[config.mk]
export PLATFORM = sky130hd
export DESIGN_NAME = rpoc_ctrl
export DESIGN_NICKNAME = d
export VERILOG_FILES = /design/src/rpoc_pkg.sv /design/src/rpoc_ctrl.sv
export SDC_FILE = /design/constraint.sdc
export NUM_CORES = 1
export LEC_CHECK = 0
export ABC_AREA = 0
export BUFFER_PORTS_ARGS = -buffer_cell sky130_fd_sc_hd__buf_4
export CAP_MARGIN = 20
export CORE_UTILIZATION = 43
export DETAILED_ROUTE_END_ITERATION = 10
export PLACE_DENSITY_LB_ADDON = 0.12
export REMOVE_ABC_BUFFERS = 1
export SLEW_MARGIN = 5
export SYNTH_ARGS = -nofsm -noshare
export SYNTH_HDL_FRONTEND = slang
export SYNTH_SLANG_ARGS = --single-unit
[constraint.sdc]
create_clock -name sys_clk -period 8.1 [get_ports sys_clk]
set_clock_uncertainty 0.05 [all_clocks]
set_input_delay 1.215 -clock sys_clk [delete_from_list [all_inputs] [get_ports sys_clk]]
set_output_delay 1.215 -clock sys_clk [all_outputs]
set_load 0.01 [all_outputs]
[src/rpoc_pkg.sv]
// Function
// - active or sleep: codes 0 and 1 normal, 2 retained no access, 3 off
// - deeper modes: codes 0 and 2 retained, codes 1 and 3 off
// - second ram field in bits 3:2 decodes exactly like the first
// - slow rc trim in bits 4:1, 0000 lowest, 1111 highest, resets to 0111
// - slow rc off bit 0 stops the slow rc oscillator at once
// - no sleep cycles are allowed while the slow rc is off
// - crystal bit 7 turns amplitude regulation off; set for external clock
// - crystal bias current bits 6:3, 0000 minimum, 1111 maximum, reset 0x5
// - crystal bias resistor bits 2:1, 00 maximum, 11 minimum, reset 0x3
// - crystal bit 0 turns the crystal oscillator on
// - fast rc cap adjust bits 10:7, higher value lower frequency, reset 0xF
// - fast rc coarse range bits 6:5, rising frequency, codes 2 and 3 equal
// - fast rc off bit 0 stops it at once; sleep turns it off too
// - lowfreq rc regulator bias bits 11:8, 0x0 minimum, 0xF maximum, reset 0xA
// - lowfreq rc bit 7 adds unit capacitance, resets to 1
// - lowfreq rc cap adjust bits 6:2, 0x00 minimum, 0x1F maximum, reset 0x1F
// - lowfreq rc bit 1: 0 maximum resistance, 1 minimum resistance
// - lowfreq rc bit 0 turns it on, clear after reset
package rpoc_pkg;
	// printed offsets are register indices; byte address is four times index minus base
	localparam logic [31:0] RAM_POWER_IDX = 32'h50000018;
	localparam logic [31:0] SLOW_RC_IDX = 32'h50000020;
	localparam logic [31:0] SLOW_XTAL_IDX = 32'h50000022;
	localparam logic [31:0] FAST_RC_IDX = 32'h50000024;
	localparam logic [31:0] LOWFREQ_RC_IDX = 32'h50000026;
	localparam int ADDR_W = 8;
	localparam int REG_W = 16;
	localparam logic [1:0] RESP_OKAY = 2'h0;
	localparam logic [1:0] RESP_SLVERR = 2'h2;

	localparam int RAM1_LSB = 0;
	localparam int RAM2_LSB = 2;
	localparam int SRC_OFF_BIT = 0;
	localparam int SRC_TRIM_LSB = 1;
	localparam logic [3:0] SRC_TRIM_RST = 4'h7;
	localparam int XT_ON_BIT = 0;
	localparam int XT_RBIAS_LSB = 1;
	localparam logic [1:0] XT_RBIAS_RST = 2'h3;
	localparam int XT_CUR_LSB = 3;
	localparam logic [3:0] XT_CUR_RST = 4'h5;
	localparam int XT_AMP_OFF_BIT = 7;
	localparam int FRC_OFF_BIT = 0;
	localparam int FRC_BIAS_LSB = 1;
	localparam logic [3:0] FRC_BIAS_RST = 4'h8;
	localparam int FRC_RANGE_LSB = 5;
	localparam int FRC_CAP_LSB = 7;
	localparam logic [3:0] FRC_CAP_RST = 4'hF;
	localparam int LRC_ON_BIT = 0;
	localparam int LRC_RES_BIT = 1;
	localparam int LRC_CAP_LSB = 2;
	localparam logic [4:0] LRC_CAP_RST = 5'h1F;
	localparam int LRC_UNIT_BIT = 7;
	localparam logic LRC_UNIT_RST = 1'b1;
	localparam int LRC_BIAS_LSB = 8;
	localparam logic [3:0] LRC_BIAS_RST = 4'hA;

	localparam logic [15:0] RAM_POWER_RST = 16'h0000;
	localparam logic [15:0] SLOW_RC_RST = 16'(SRC_TRIM_RST) << SRC_TRIM_LSB;
	localparam logic [15:0] SLOW_XTAL_RST = (16'(XT_CUR_RST) << XT_CUR_LSB)
		| (16'(XT_RBIAS_RST) << XT_RBIAS_LSB);
	localparam logic [15:0] FAST_RC_RST = (16'(FRC_CAP_RST) << FRC_CAP_LSB)
		| (16'(FRC_BIAS_RST) << FRC_BIAS_LSB);
	localparam logic [15:0] LOWFREQ_RC_RST = (16'(LRC_BIAS_RST) << LRC_BIAS_LSB)
		| (16'(LRC_UNIT_RST) << LRC_UNIT_BIT) | (16'(LRC_CAP_RST) << LRC_CAP_LSB);

	typedef enum logic [1:0] {
		MODE_ACTIVE = 2'b00,
		MODE_SLEEP = 2'b01,
		MODE_DEEP = 2'b10
	} rpoc_mode_type;

	typedef enum logic [2:0] {
		SEL_RAM = 3'b000,
		SEL_SLOW_RC = 3'b001,
		SEL_SLOW_XTAL = 3'b010,
		SEL_FAST_RC = 3'b011,
		SEL_LOWFREQ_RC = 3'b100,
		SEL_NONE = 3'b111
	} rpoc_sel_type;

	typedef struct packed {
		logic accessible;
		logic retained;
		logic powered;
	} rpoc_ram_state_type;

	typedef struct packed {
		logic run;
		logic [3:0] freq_trim;
	} rpoc_slow_rc_type;

	typedef struct packed {
		logic on;
		logic amp_reg_off;
		logic [3:0] bias_current;
		logic [1:0] bias_resistor;
	} rpoc_crystal_type;

	typedef struct packed {
		logic run;
		logic [3:0] cap_adjust;
		logic [1:0] coarse_range;
		logic [3:0] bias_adjust;
	} rpoc_fast_rc_type;

	typedef struct packed {
		logic on;
		logic [3:0] regulator_bias;
		logic unit_cap;
		logic [4:0] cap_adjust;
		logic res_select;
	} rpoc_lowfreq_rc_type;
endpackage

[src/rpoc_ctrl.sv]
`timescale 1ns/1ps
module rpoc_ctrl (
	input wire logic sys_clk,
	input wire logic rst,
	input wire logic [rpoc_pkg::ADDR_W-1:0] s_axi_awaddr,
	input wire logic [2:0] s_axi_awprot,
	input wire logic s_axi_awvalid,
	output logic s_axi_awready,
	input wire logic [31:0] s_axi_wdata,
	input wire logic [3:0] s_axi_wstrb,
	input wire logic s_axi_wvalid,
	output logic s_axi_wready,
	output logic [1:0] s_axi_bresp,
	output logic s_axi_bvalid,
	input wire logic s_axi_bready,
	input wire logic [rpoc_pkg::ADDR_W-1:0] s_axi_araddr,
	input wire logic [2:0] s_axi_arprot,
	input wire logic s_axi_arvalid,
	output logic s_axi_arready,
	output logic [31:0] s_axi_rdata,
	output logic [1:0] s_axi_rresp,
	output logic s_axi_rvalid,
	input wire logic s_axi_rready,
	input wire rpoc_pkg::rpoc_mode_type power_mode,
	output rpoc_pkg::rpoc_ram_state_type first_ram_power_state,
	output rpoc_pkg::rpoc_ram_state_type second_ram_power_state,
	output rpoc_pkg::rpoc_slow_rc_type slow_rc_ctrl,
	output logic sleep_allowed,
	output rpoc_pkg::rpoc_crystal_type slow_crystal_ctrl,
	output rpoc_pkg::rpoc_fast_rc_type fast_rc_ctrl,
	output rpoc_pkg::rpoc_lowfreq_rc_type lowfreq_rc_ctrl
);
	function automatic logic [rpoc_pkg::ADDR_W-1:0] byte_addr(input logic [31:0] idx);
		logic [31:0] rel;
		rel = (idx - rpoc_pkg::RAM_POWER_IDX) << 2;
		return rel[rpoc_pkg::ADDR_W-1:0];
	endfunction

	function automatic rpoc_pkg::rpoc_sel_type reg_sel(input logic [rpoc_pkg::ADDR_W-1:0] a);
		rpoc_pkg::rpoc_sel_type s;
		s = rpoc_pkg::SEL_NONE;
		if (a == byte_addr(rpoc_pkg::RAM_POWER_IDX)) begin
			s = rpoc_pkg::SEL_RAM;
		end else if (a == byte_addr(rpoc_pkg::SLOW_RC_IDX)) begin
			s = rpoc_pkg::SEL_SLOW_RC;
		end else if (a == byte_addr(rpoc_pkg::SLOW_XTAL_IDX)) begin
			s = rpoc_pkg::SEL_SLOW_XTAL;
		end else if (a == byte_addr(rpoc_pkg::FAST_RC_IDX)) begin
			s = rpoc_pkg::SEL_FAST_RC;
		end else if (a == byte_addr(rpoc_pkg::LOWFREQ_RC_IDX)) begin
			s = rpoc_pkg::SEL_LOWFREQ_RC;
		end
		return s;
	endfunction

	// only the two low byte lanes carry register bits; upper lanes are dropped
	function automatic logic [15:0] merge(input logic [15:0] old, input logic [31:0] d,
		input logic [3:0] strb);
		logic [15:0] r;
		r = old;
		if (strb[0]) begin
			r[7:0] = d[7:0];
		end
		if (strb[1]) begin
			r[15:8] = d[15:8];
		end
		return r;
	endfunction

	function automatic rpoc_pkg::rpoc_ram_state_type ram_decode(input logic [1:0] code,
		input rpoc_pkg::rpoc_mode_type mode);
		rpoc_pkg::rpoc_ram_state_type st;
		st = '0;
		unique case (mode)
			rpoc_pkg::MODE_ACTIVE, rpoc_pkg::MODE_SLEEP: begin
				st.accessible = ~code[1];
				st.retained = (code == 2'h2);
				st.powered = (code != 2'h3);
			end
			// unknown mode code is treated as deep: safest for retention
			default: begin
				st.accessible = 1'b0;
				st.retained = ~code[0];
				st.powered = ~code[0];
			end
		endcase
		return st;
	endfunction

	logic aw_full_reg;
	logic w_full_reg;
	logic [rpoc_pkg::ADDR_W-1:0] aw_addr_reg;
	logic [31:0] w_data_reg;
	logic [3:0] w_strb_reg;
	logic awready_reg;
	logic wready_reg;
	logic bvalid_reg;
	logic [1:0] bresp_reg;
	logic arready_reg;
	logic rvalid_reg;
	logic [1:0] rresp_reg;
	logic [31:0] rdata_reg;
	logic [15:0] ram_power_reg;
	logic [15:0] slow_rc_reg;
	logic [15:0] slow_xtal_reg;
	logic [15:0] fast_rc_reg;
	logic [15:0] lowfreq_rc_reg;

	logic aw_take;
	logic w_take;
	logic do_write;
	logic aw_full_next;
	logic w_full_next;
	logic bvalid_next;
	logic ar_take;
	logic rvalid_next;
	logic [rpoc_pkg::ADDR_W-1:0] wr_addr;
	logic [31:0] wr_data;
	logic [3:0] wr_strb;
	rpoc_pkg::rpoc_sel_type wr_sel;
	rpoc_pkg::rpoc_sel_type rd_sel;
	logic [15:0] rd_word;

	assign aw_take = s_axi_awvalid & awready_reg;
	assign w_take = s_axi_wvalid & wready_reg;
	assign do_write = (aw_full_reg | aw_take) & (w_full_reg | w_take) & ~bvalid_reg;
	assign aw_full_next = (aw_full_reg | aw_take) & ~do_write;
	assign w_full_next = (w_full_reg | w_take) & ~do_write;
	assign bvalid_next = do_write | (bvalid_reg & ~s_axi_bready);
	assign wr_addr = aw_full_reg ? aw_addr_reg : s_axi_awaddr;
	assign wr_data = w_full_reg ? w_data_reg : s_axi_wdata;
	assign wr_strb = w_full_reg ? w_strb_reg : s_axi_wstrb;
	assign wr_sel = reg_sel(wr_addr);
	assign ar_take = s_axi_arvalid & arready_reg;
	assign rvalid_next = ar_take | (rvalid_reg & ~s_axi_rready);
	assign rd_sel = reg_sel(s_axi_araddr);

	always_comb begin
		unique case (rd_sel)
			rpoc_pkg::SEL_RAM: rd_word = ram_power_reg;
			rpoc_pkg::SEL_SLOW_RC: rd_word = slow_rc_reg;
			rpoc_pkg::SEL_SLOW_XTAL: rd_word = slow_xtal_reg;
			rpoc_pkg::SEL_FAST_RC: rd_word = fast_rc_reg;
			rpoc_pkg::SEL_LOWFREQ_RC: rd_word = lowfreq_rc_reg;
			default: rd_word = 16'h0000;
		endcase
	end

	// write address and data are held separately so either may arrive first
	always_ff @(posedge sys_clk or posedge rst) begin
		if (rst) begin
			aw_full_reg <= 1'b0;
			w_full_reg <= 1'b0;
			aw_addr_reg <= '0;
			w_data_reg <= 32'h00000000;
			w_strb_reg <= 4'h0;
			awready_reg <= 1'b0;
			wready_reg <= 1'b0;
		end else begin
			aw_full_reg <= aw_full_next;
			w_full_reg <= w_full_next;
			if (aw_take) begin
				aw_addr_reg <= s_axi_awaddr;
			end
			if (w_take) begin
				w_data_reg <= s_axi_wdata;
				w_strb_reg <= s_axi_wstrb;
			end
			awready_reg <= ~aw_full_next & ~bvalid_next;
			wready_reg <= ~w_full_next & ~bvalid_next;
		end
	end

	always_ff @(posedge sys_clk or posedge rst) begin
		if (rst) begin
			bvalid_reg <= 1'b0;
			bresp_reg <= rpoc_pkg::RESP_OKAY;
		end else begin
			bvalid_reg <= bvalid_next;
			if (do_write) begin
				bresp_reg <= (wr_sel == rpoc_pkg::SEL_NONE) ? rpoc_pkg::RESP_SLVERR
					: rpoc_pkg::RESP_OKAY;
			end
		end
	end

	always_ff @(posedge sys_clk or posedge rst) begin
		if (rst) begin
			arready_reg <= 1'b0;
			rvalid_reg <= 1'b0;
			rresp_reg <= rpoc_pkg::RESP_OKAY;
			rdata_reg <= 32'h00000000;
		end else begin
			arready_reg <= ~rvalid_next;
			rvalid_reg <= rvalid_next;
			if (ar_take) begin
				rdata_reg <= {16'h0000, rd_word};
				rresp_reg <= (rd_sel == rpoc_pkg::SEL_NONE) ? rpoc_pkg::RESP_SLVERR
					: rpoc_pkg::RESP_OKAY;
			end
		end
	end

	// full 16 bits are stored so reserved bits read back what was written
	always_ff @(posedge sys_clk or posedge rst) begin
		if (rst) begin
			ram_power_reg <= rpoc_pkg::RAM_POWER_RST;
		end else if (do_write && wr_sel == rpoc_pkg::SEL_RAM) begin
			ram_power_reg <= merge(ram_power_reg, wr_data, wr_strb);
		end
	end

	always_ff @(posedge sys_clk or posedge rst) begin
		if (rst) begin
			slow_rc_reg <= rpoc_pkg::SLOW_RC_RST;
		end else if (do_write && wr_sel == rpoc_pkg::SEL_SLOW_RC) begin
			slow_rc_reg <= merge(slow_rc_reg, wr_data, wr_strb);
		end
	end

	always_ff @(posedge sys_clk or posedge rst) begin
		if (rst) begin
			slow_xtal_reg <= rpoc_pkg::SLOW_XTAL_RST;
		end else if (do_write && wr_sel == rpoc_pkg::SEL_SLOW_XTAL) begin
			slow_xtal_reg <= merge(slow_xtal_reg, wr_data, wr_strb);
		end
	end

	always_ff @(posedge sys_clk or posedge rst) begin
		if (rst) begin
			fast_rc_reg <= rpoc_pkg::FAST_RC_RST;
		end else if (do_write && wr_sel == rpoc_pkg::SEL_FAST_RC) begin
			fast_rc_reg <= merge(fast_rc_reg, wr_data, wr_strb);
		end
	end

	always_ff @(posedge sys_clk or posedge rst) begin
		if (rst) begin
			lowfreq_rc_reg <= rpoc_pkg::LOWFREQ_RC_RST;
		end else if (do_write && wr_sel == rpoc_pkg::SEL_LOWFREQ_RC) begin
			lowfreq_rc_reg <= merge(lowfreq_rc_reg, wr_data, wr_strb);
		end
	end

	// ram state follows the mode live; software must keep the ram idle while changing it
	always_ff @(posedge sys_clk or posedge rst) begin
		if (rst) begin
			first_ram_power_state <= '0;
			second_ram_power_state <= '0;
		end else begin
			first_ram_power_state <= ram_decode(ram_power_reg[rpoc_pkg::RAM1_LSB +: 2],
				power_mode);
			second_ram_power_state <= ram_decode(ram_power_reg[rpoc_pkg::RAM2_LSB +: 2],
				power_mode);
		end
	end

	// oscillator controls are decoded from the stored word, not from the bus path,
	// so a disable lands two cycles after the write is taken
	always_ff @(posedge sys_clk or posedge rst) begin
		if (rst) begin
			slow_rc_ctrl <= '0;
			sleep_allowed <= 1'b0;
		end else begin
			slow_rc_ctrl.run <= ~slow_rc_reg[rpoc_pkg::SRC_OFF_BIT];
			slow_rc_ctrl.freq_trim <= slow_rc_reg[rpoc_pkg::SRC_TRIM_LSB +: 4];
			sleep_allowed <= ~slow_rc_reg[rpoc_pkg::SRC_OFF_BIT];
		end
	end

	always_ff @(posedge sys_clk or posedge rst) begin
		if (rst) begin
			slow_crystal_ctrl <= '0;
		end else begin
			slow_crystal_ctrl.on <= slow_xtal_reg[rpoc_pkg::XT_ON_BIT];
			slow_crystal_ctrl.amp_reg_off <= slow_xtal_reg[rpoc_pkg::XT_AMP_OFF_BIT];
			slow_crystal_ctrl.bias_current <= slow_xtal_reg[rpoc_pkg::XT_CUR_LSB +: 4];
			slow_crystal_ctrl.bias_resistor <= slow_xtal_reg[rpoc_pkg::XT_RBIAS_LSB +: 2];
		end
	end

	always_ff @(posedge sys_clk or posedge rst) begin
		if (rst) begin
			fast_rc_ctrl <= '0;
		end else begin
			fast_rc_ctrl.run <= ~fast_rc_reg[rpoc_pkg::FRC_OFF_BIT]
				& (power_mode == rpoc_pkg::MODE_ACTIVE);
			fast_rc_ctrl.cap_adjust <= fast_rc_reg[rpoc_pkg::FRC_CAP_LSB +: 4];
			// code 3 folded onto 2 so the analog side sees one setting for both
			fast_rc_ctrl.coarse_range <= fast_rc_reg[rpoc_pkg::FRC_RANGE_LSB + 1]
				? 2'h2 : fast_rc_reg[rpoc_pkg::FRC_RANGE_LSB +: 2];
			fast_rc_ctrl.bias_adjust <= fast_rc_reg[rpoc_pkg::FRC_BIAS_LSB +: 4];
		end
	end

	always_ff @(posedge sys_clk or posedge rst) begin
		if (rst) begin
			lowfreq_rc_ctrl <= '0;
		end else begin
			lowfreq_rc_ctrl.on <= lowfreq_rc_reg[rpoc_pkg::LRC_ON_BIT];
			lowfreq_rc_ctrl.regulator_bias <= lowfreq_rc_reg[rpoc_pkg::LRC_BIAS_LSB +: 4];
			lowfreq_rc_ctrl.unit_cap <= lowfreq_rc_reg[rpoc_pkg::LRC_UNIT_BIT];
			lowfreq_rc_ctrl.cap_adjust <= lowfreq_rc_reg[rpoc_pkg::LRC_CAP_LSB +: 5];
			lowfreq_rc_ctrl.res_select <= lowfreq_rc_reg[rpoc_pkg::LRC_RES_BIT];
		end
	end

	assign s_axi_awready = awready_reg;
	assign s_axi_wready = wready_reg;
	assign s_axi_bvalid = bvalid_reg;
	assign s_axi_bresp = bresp_reg;
	assign s_axi_arready = arready_reg;
	assign s_axi_rvalid = rvalid_reg;
	assign s_axi_rresp = rresp_reg;
	assign s_axi_rdata = rdata_reg;
endmodule

==> results by group, run 1 <==
Detailed routing
  • Via/cell ratio: 5.23
  • Met2 Wirelength: 8040 um
  • DRT Pass-1 Iters: 4
  • M1 WL: 7370 um
  • WL met3: 687 um
  • Drt drc: 0
  • Post-route ant nets: 0
  • Drt wl/cell: 19.2 um
  • Routed wire length: 16300 um
  • Highest Signal Layer: met4
  • DRT iter0 DRCs: 205
  • Vias: 4440

Floorplanning
  • Die Footprint: 0.0176 mm2
  • Chip height: 133 um
  • Core footprint: 0.0166 mm2
  • IO Pins: 151
  • Row count: 47
  • Effective utilization at floorplan: 44.2%
  • Die width: 133 um

Timing
  • Final worst slack: 5070 ps
  • Worst Max-Slew Pin Slew: 930 ps
  • Fin crit period: 3030 ps
  • Endpoints failing setup: 0
  • Fin Setup TNS: 0 ps
  • Slew headroom: 37.7%
  • Pins Over Slew Limit: 0
  • Tcrit/Tclk final: 37.4%
  • Final Hold Viols: 0
  • Fmax: 330 MHz
  • RSZ-0062 raised after global routing: no

Clock tree
  • Setup Buffers After CTS: 0
  • Post-CTS Hold Buffers: 0
  • CTS clk-pin slew, worst paths: 60 ps
  • H-Tree Depth: 4
  • CTS tree: yes
  • Post-cts sizing count: 0
  • TritonCTS buffer count: 17
  • Clk buf depth: 2
  • Worst-Skew Late Latency: 430 ps
  • Clk sink count: 173
  • Root buf cell: clkbuf_16

Worst hold path
  • Worst min path class: register to register

Synthesis
  • Mapped cell area: 0.00732 mm2
  • Area leader, netlist: dfrtp_1
  • Ys flop type: dfrtp_1
  • Post-synthesis sequential area ratio: 59.5%
  • Synth Warn #: 0
  • EDFF count, synth: 0
  • Asr flop ratio synth: 100%
  • Synthesized flop and latch total: 173
  • Synth top area cells: dfrtp_1 (52%), mux2_2 (21%), dfstp_2 (7.2%)
  • Mean cell area of the mapped netlist: 14.6 um2
  • Cell variety after synth: 43
  • Area share of the largest cell type after synthesis: 52.3%
  • Post-Syn Instances: 502

Setup path
  • Critical path capture point type: register
  • Crit path kind: input pin to register
  • Worst path slowest cell: or4b_1
  • Crit path max fanout: 8
  • CP cell instances: buf_4 > nor4_2 > o22ai_2 > or4b_1 > mux2_4
  • Critical Path AT: 3290 ps
  • Element type at the critical path start: input pin
  • Crit path required time: 8360 ps
  • Top Family by Delay on Critical Path: simple AND/OR/NAND/NOR gates
  • CP peak stage delay: 910 ps
  • Buf/Inv on CP: 1

Run
  • Max Cap Viol: 0

Run status
  • Outcome: finished clean

Power
  • Pwr Total: 0.00241 W
  • Combinational share of power: 19.2%
  • P_sw: 0.000642 W
  • Worst VDD drop: 0.000171 V
  • Clock Power Share: 35.7%
  • Leakage power: 4.31 nW
  • Seq pwr share: 45.1%
  • Int Power: 0.00176 W
  • PwrDens: 268 mW/mm2
  • Net Sw Frac: 26.7%

Global routing
  • First-pass GRT wire length: 25700 um
  • Vias in the first global route: 4572
  • GRT Total Usage: 19.7%
  • Initial antenna violation count: 0
  • Pin count of the biggest net entering global routing: 92
  • Congestion Overflow GR: 0

Layout
  • # diodes: 0
  • Number of fill cells: 1371
  • Share of cells above drive strength 1: 52.9%
  • Syn-to-layout area delta: 22.6%
  • Final Util: 54.1%
  • Commonest non-fill, non-tap cell in the layout: dfrtp_1
  • Nets: 683
  • Commonest non-fill, non-tap cells in the layout: dfrtp_1 (153), mux2_2 (136), buf_4 (113)

Placement
  • RePlAce Congestion: 0.800
  • Dpl hpwl: 10500 um
  • Pre-CTS WS: 4600 ps
  • PortBufs: 108
==> path summary, 6_finish.rpt <==
path,start,slack [ps],end,cells after the start
min in group asynchronous,rst,910,aw_addr_reg[2],2
setup / recovery,s_axi_awaddr[0],5070,lowfreq_rc_reg[1],5
hold / removal,slow_xtal_reg[0],360,slow_crystal_ctrl[7],0
setup reg to reg,w_full_reg,5190,fast_rc_reg[11],5
max in group asynchronous,rst,5910,lowfreq_rc_reg[6],4
hold reg to reg,slow_xtal_reg[0],360,slow_crystal_ctrl[7],0
==> Yosys cell counts (3+ instances only) <==
cell	number
a22oi_1	15
a21oi_1	6
mux2_2	136
mux2i_1	4
dfstp_2	20
or4_1	3
nand2_1	21
o21ai_1	5
clkbuf_1	12
nor4_4	3
a22o_1	16
o21ai_0	16
nor2_1	11
nor3_1	4
dfrtp_1	153
inv_1	6
buf_6	3
buf_4	20
mux2_4	16
==> power groups by stage <==
stage | Clock, W | Combinational [W] | Sequential [W]
final | 0.000858 | 0.000463 | 0.00108
after floorplan | 0 | 0.000293 | 0.00109
after detailed placement | 0 | 0.000466 | 0.00110
after global routing | 0.000908 | 0.000503 | 0.00110
after global placement | 0 | 0.000426 | 0.00110
after CTS | 0.000879 | 0.000467 | 0.00109
==> cell type report <==
type / instances / area [um2] / area share, %
sequential: 173 / 4350 / 48.5
multi-input combinational: 302 / 2770 / 30.9
tap: 220 / 275 / 3.07
inverter: 6 / 27.5 / 0.307
clock inverter: 10 / 163 / 1.81
clock buffer: 22 / 464 / 5.17
timing repair buffer: 116 / 918 / 10.2
==> cells by family after synthesis <==
kind of cell           after synthesis  share of synthesized area [%]
AOI/OAI and AO/OA                   64                           5.98
buffers and inverters               44                           3.62
DFF                                173                           59.5
muxes                              158                           25.2
other                                1                         0.0512
and+or+nand+nor                     62                           5.66
==> routing by layer <==
metal / track usage, % / vias to the layer above
li1: - / 2004
met1: 26.0 / 2284
met2: 31.8 / 134
met3: 4.44 / 18
met4: 7.09 / 0
met5: 0 / -
==> through the flow <==
step | area [um2] | cells | hold WS, ps
6_report | 8970 | 849 | 357
5_1_grt | 8970 | 849 | 362
4_1_cts | 8950 | 848 | 356
3_5_place_dp | 8320 | 816 | 338
3_3_place_gp | 8280 | 814 | 329
2_1_floorplan | 7140 | 481 | 314
No activity file was read; power rests on OpenSTA's default activity.
==> run 2: changes to the inputs <==
--- a/config.mk
+++ b/config.mk
@@ -5,7 +5,7 @@
 export SDC_FILE = /design/constraint.sdc
 export NUM_CORES = 1
 export LEC_CHECK = 0
-export ABC_AREA = 0
+export ABC_AREA = 1
 export BUFFER_PORTS_ARGS = -buffer_cell sky130_fd_sc_hd__buf_4
 export CAP_MARGIN = 20
 export CORE_UTILIZATION = 43
==> constraint.sdc (replaced) <==
create_clock -name sys_clk -period 3 [get_ports sys_clk]
set_clock_uncertainty 0.05 [all_clocks]
set_input_delay 0.45 -clock sys_clk [delete_from_list [all_inputs] [get_ports sys_clk]]
set_output_delay 0.45 -clock sys_clk [all_outputs]
set_load 0.01 [all_outputs]
==> results by group, run 2 <==
Timing
  • Hold WS: 65.5 ps (-291 ps)
  • Pins Over Slew Limit: 0 (unchanged)
  • Tcrit/Tclk final: 69.9%
  • Final Hold Viols: 0 (unchanged)
  • Slew headroom: 53.6% (+16 points)
  • RSZ-0062 raised after global routing: no
  • Fin crit period: 2100 ps
  • Endpoints failing setup: 0 (unchanged)
  • Fmax: 477 MHz
  • Worst Max-Slew Pin Slew: 696 ps (-234 ps)

Floorplanning
  • Core footprint: 0.0165 mm2 (-0.35%)
  • Chip height: 132 um (-0.55%)
  • IO Pins: 151 (unchanged)
  • Row count: 47 (unchanged)
  • Die width: 132 um (-0.55%)
  • Effective utilization at floorplan: 43.8% (-0.34 points)
  • Die Footprint: 0.0174 mm2 (-1.1%)

Detailed routing
  • Post-route ant nets: 0 (unchanged)
  • Drt wl/cell: 14.7 um (-23%)
  • Routed wire length: 16400 um (+0.76%)
  • Drt drc: 0 (unchanged)
  • Vias: 5582 (+26%)
  • DRT Pass-1 Iters: 6 (+2)
  • DRT iter0 DRCs: 380 (+85%)
  • Via/cell ratio: 5.01 (-4.3%)

Synthesis
  • Synth top area cells: dfrtp_1 (53%), nand2_1 (12%), dfstp_2 (7.3%)
  • Area leader, netlist: dfrtp_1
  • EDFF count, synth: 0 (unchanged)
  • Top cells by count, synth: nand2_1 (232), dfrtp_1 (153), o21ai_0 (98)
  • Post-Syn Instances: 776 (+55%)
  • Synthesized flop and latch total: 173 (unchanged)
  • Mean cell area of the mapped netlist: 9.33 um2 (-36%)
  • Post-synthesis sequential area ratio: 60.1% (+0.68 points)
  • Area share of the largest cell type after synthesis: 52.9% (+0.60 points)
  • Asr flop ratio synth: 100% (unchanged)
  • Cell with the most instances after synthesis: nand2_1
  • Cell variety after synth: 26 (-40%)
  • Mapped cell area: 0.00724 mm2 (-1.1%)
  • Synth Warn #: 0 (unchanged)
  • Ys flop type: dfrtp_1

Placement
  • Dpl hpwl: 10500 um (-0.37%)
  • PortBufs: 108 (unchanged)
  • Area after DPL: 0.00820 mm2 (-1.5%)
  • RePlAce Congestion: 0.771 (-3.6%)
  • DP Cell Count: 1083 (+33%)

Clock tree
  • Setup Buffers After CTS: 0 (unchanged)
  • CTS clk-pin slew, worst paths: 70 ps (about the same)
  • Clk sink count: 173 (unchanged)
  • Post-CTS Hold Buffers: 0 (unchanged)
  • Worst-Skew Late Latency: 430 ps (about the same)
  • CTS tree: yes
  • Root buf cell: clkbuf_16
  • TritonCTS buffer count: 17 (unchanged)
  • H-Tree Depth: 4 (unchanged)
  • Post-cts sizing count: 0 (unchanged)
  • Clk buf depth: 2 (unchanged)

Layout
  • Syn-to-layout area delta: 21.3%
  • Commonest non-fill, non-tap cell in the layout: nand2_1
  • # diodes: 0 (unchanged)
  • Commonest non-fill, non-tap cells in the layout: nand2_1 (232), dfrtp_1 (153), buf_4 (120)
  • Final instance area: 0.00879 mm2 (-2.1%)
  • Final Non-Filler Cells: 1115 (+31%)
  • Nets: 949 (+39%)
  • Share of cells above drive strength 1: 21.6% (-31 points)
  • Final Util: 53.2% (-0.95 points)

Power
  • Pwr Total: 0.00643 W (+170%)
  • PwrDens: 731 mW/mm2 (+170%)
  • Worst VDD drop: 0.000430 V (+150%)
  • Leakage power: 4.42 nW (+2.6%)

Setup path
  • Element type at the critical path start: register
  • Critical Path AT: 2390 ps (-900 ps)
  • R2r setup slk: 900 ps (-4290 ps)
  • Crit path kind: register to register
  • Critical path capture point type: register
  • Crit path max fanout: 16 (+8)
  • Crit path required time: 3290 ps (-5070 ps)

Global routing
  • Pin count of the biggest net entering global routing: 72 (-22%)
  • Congestion Overflow GR: 0 (unchanged)
  • First-pass GRT wire length: 27600 um (+7.5%)
  • GRT Total Usage: 20.3% (+0.60 points)
  • Vias in the first global route: 5510 (+21%)
  • Initial antenna violation count: 0 (unchanged)

Run
  • Max Cap Viol: 0 (unchanged)

Worst hold path
  • Worst min path class: input pin to async pin

Run status
  • Outcome: finished clean
-- run 2: stage by stage --
step                TNS [ps]  setup WS, ps
floorplan            -347080         -2160
global placement           0           899
detailed placement         0           843
CTS                        0           893
global route               0           641
finish                     0           904
-- run 2: per-layer routing --
| layer | up-vias | GRT usage, % | wire, um |
|---|---|---|---|
| met2 | 159 | 34.2 | 7980 |
| li1 | 2704 | - | - |
| met3 | 18 | 4.34 | 752 |
| met1 | 2701 | 26.0 | 7470 |
| met4 | 0 | 6.52 | 218 |
| met5 | - | 0 | 0 |
-- run 2: path summary, 6_finish.rpt --
check,cells after the start,end,from
worst max-delay path,10,slow_rc_reg[1],aw_full_reg
worst min-delay path,2,slow_rc_ctrl[0],rst
worst max register to register,10,slow_rc_reg[1],aw_full_reg
worst min register to register,0,fast_rc_ctrl[9],fast_rc_reg[10]
max in group asynchronous,3,fast_rc_reg[8],rst
min in group sys_clk,2,fast_rc_ctrl[10],power_mode[0]
-- run 2: worst max-delay path, cell delays in order (launching register included) --
cell     delay, ps
dfrtp_1        540
inv_1          160
nand2_1        110
nand2_1         80
inv_1           60
nand2_1         40
nor2_1         140
nand2_1         90
inv_1          130
nand3_2        310
o21ai_0        290
-- run 2: cells by family (layout without fill, tap and decap cells) --
logic type	count (synthesis)	count (layout)	synth area share (%)
simple gates	359	359	22.0
flops	173	173	60.1
compound gates	136	136	9.71
buf+inv	101	203	7.26
mux	6	6	0.829
other cells	1	18	0.0518
-- run 2: area by class of cell --
class                      instances  area (um2)
clock buffer                      19         433
clock inverter                    13         154
fill                            1572        7740
inverter                          49         189
multi-input combinational        519        2440
sequential                       173        4350
tap                              220         275
timing repair buffer             122         941
-- run 2: report_power, final --
group	total, W	switching, W	internal, W
registers	0.00291	0.000207	0.00270
clock network	0.00219	0.000945	0.00125
logic	0.00132	0.000875	0.000449
total	0.00643	0.00203	0.00440
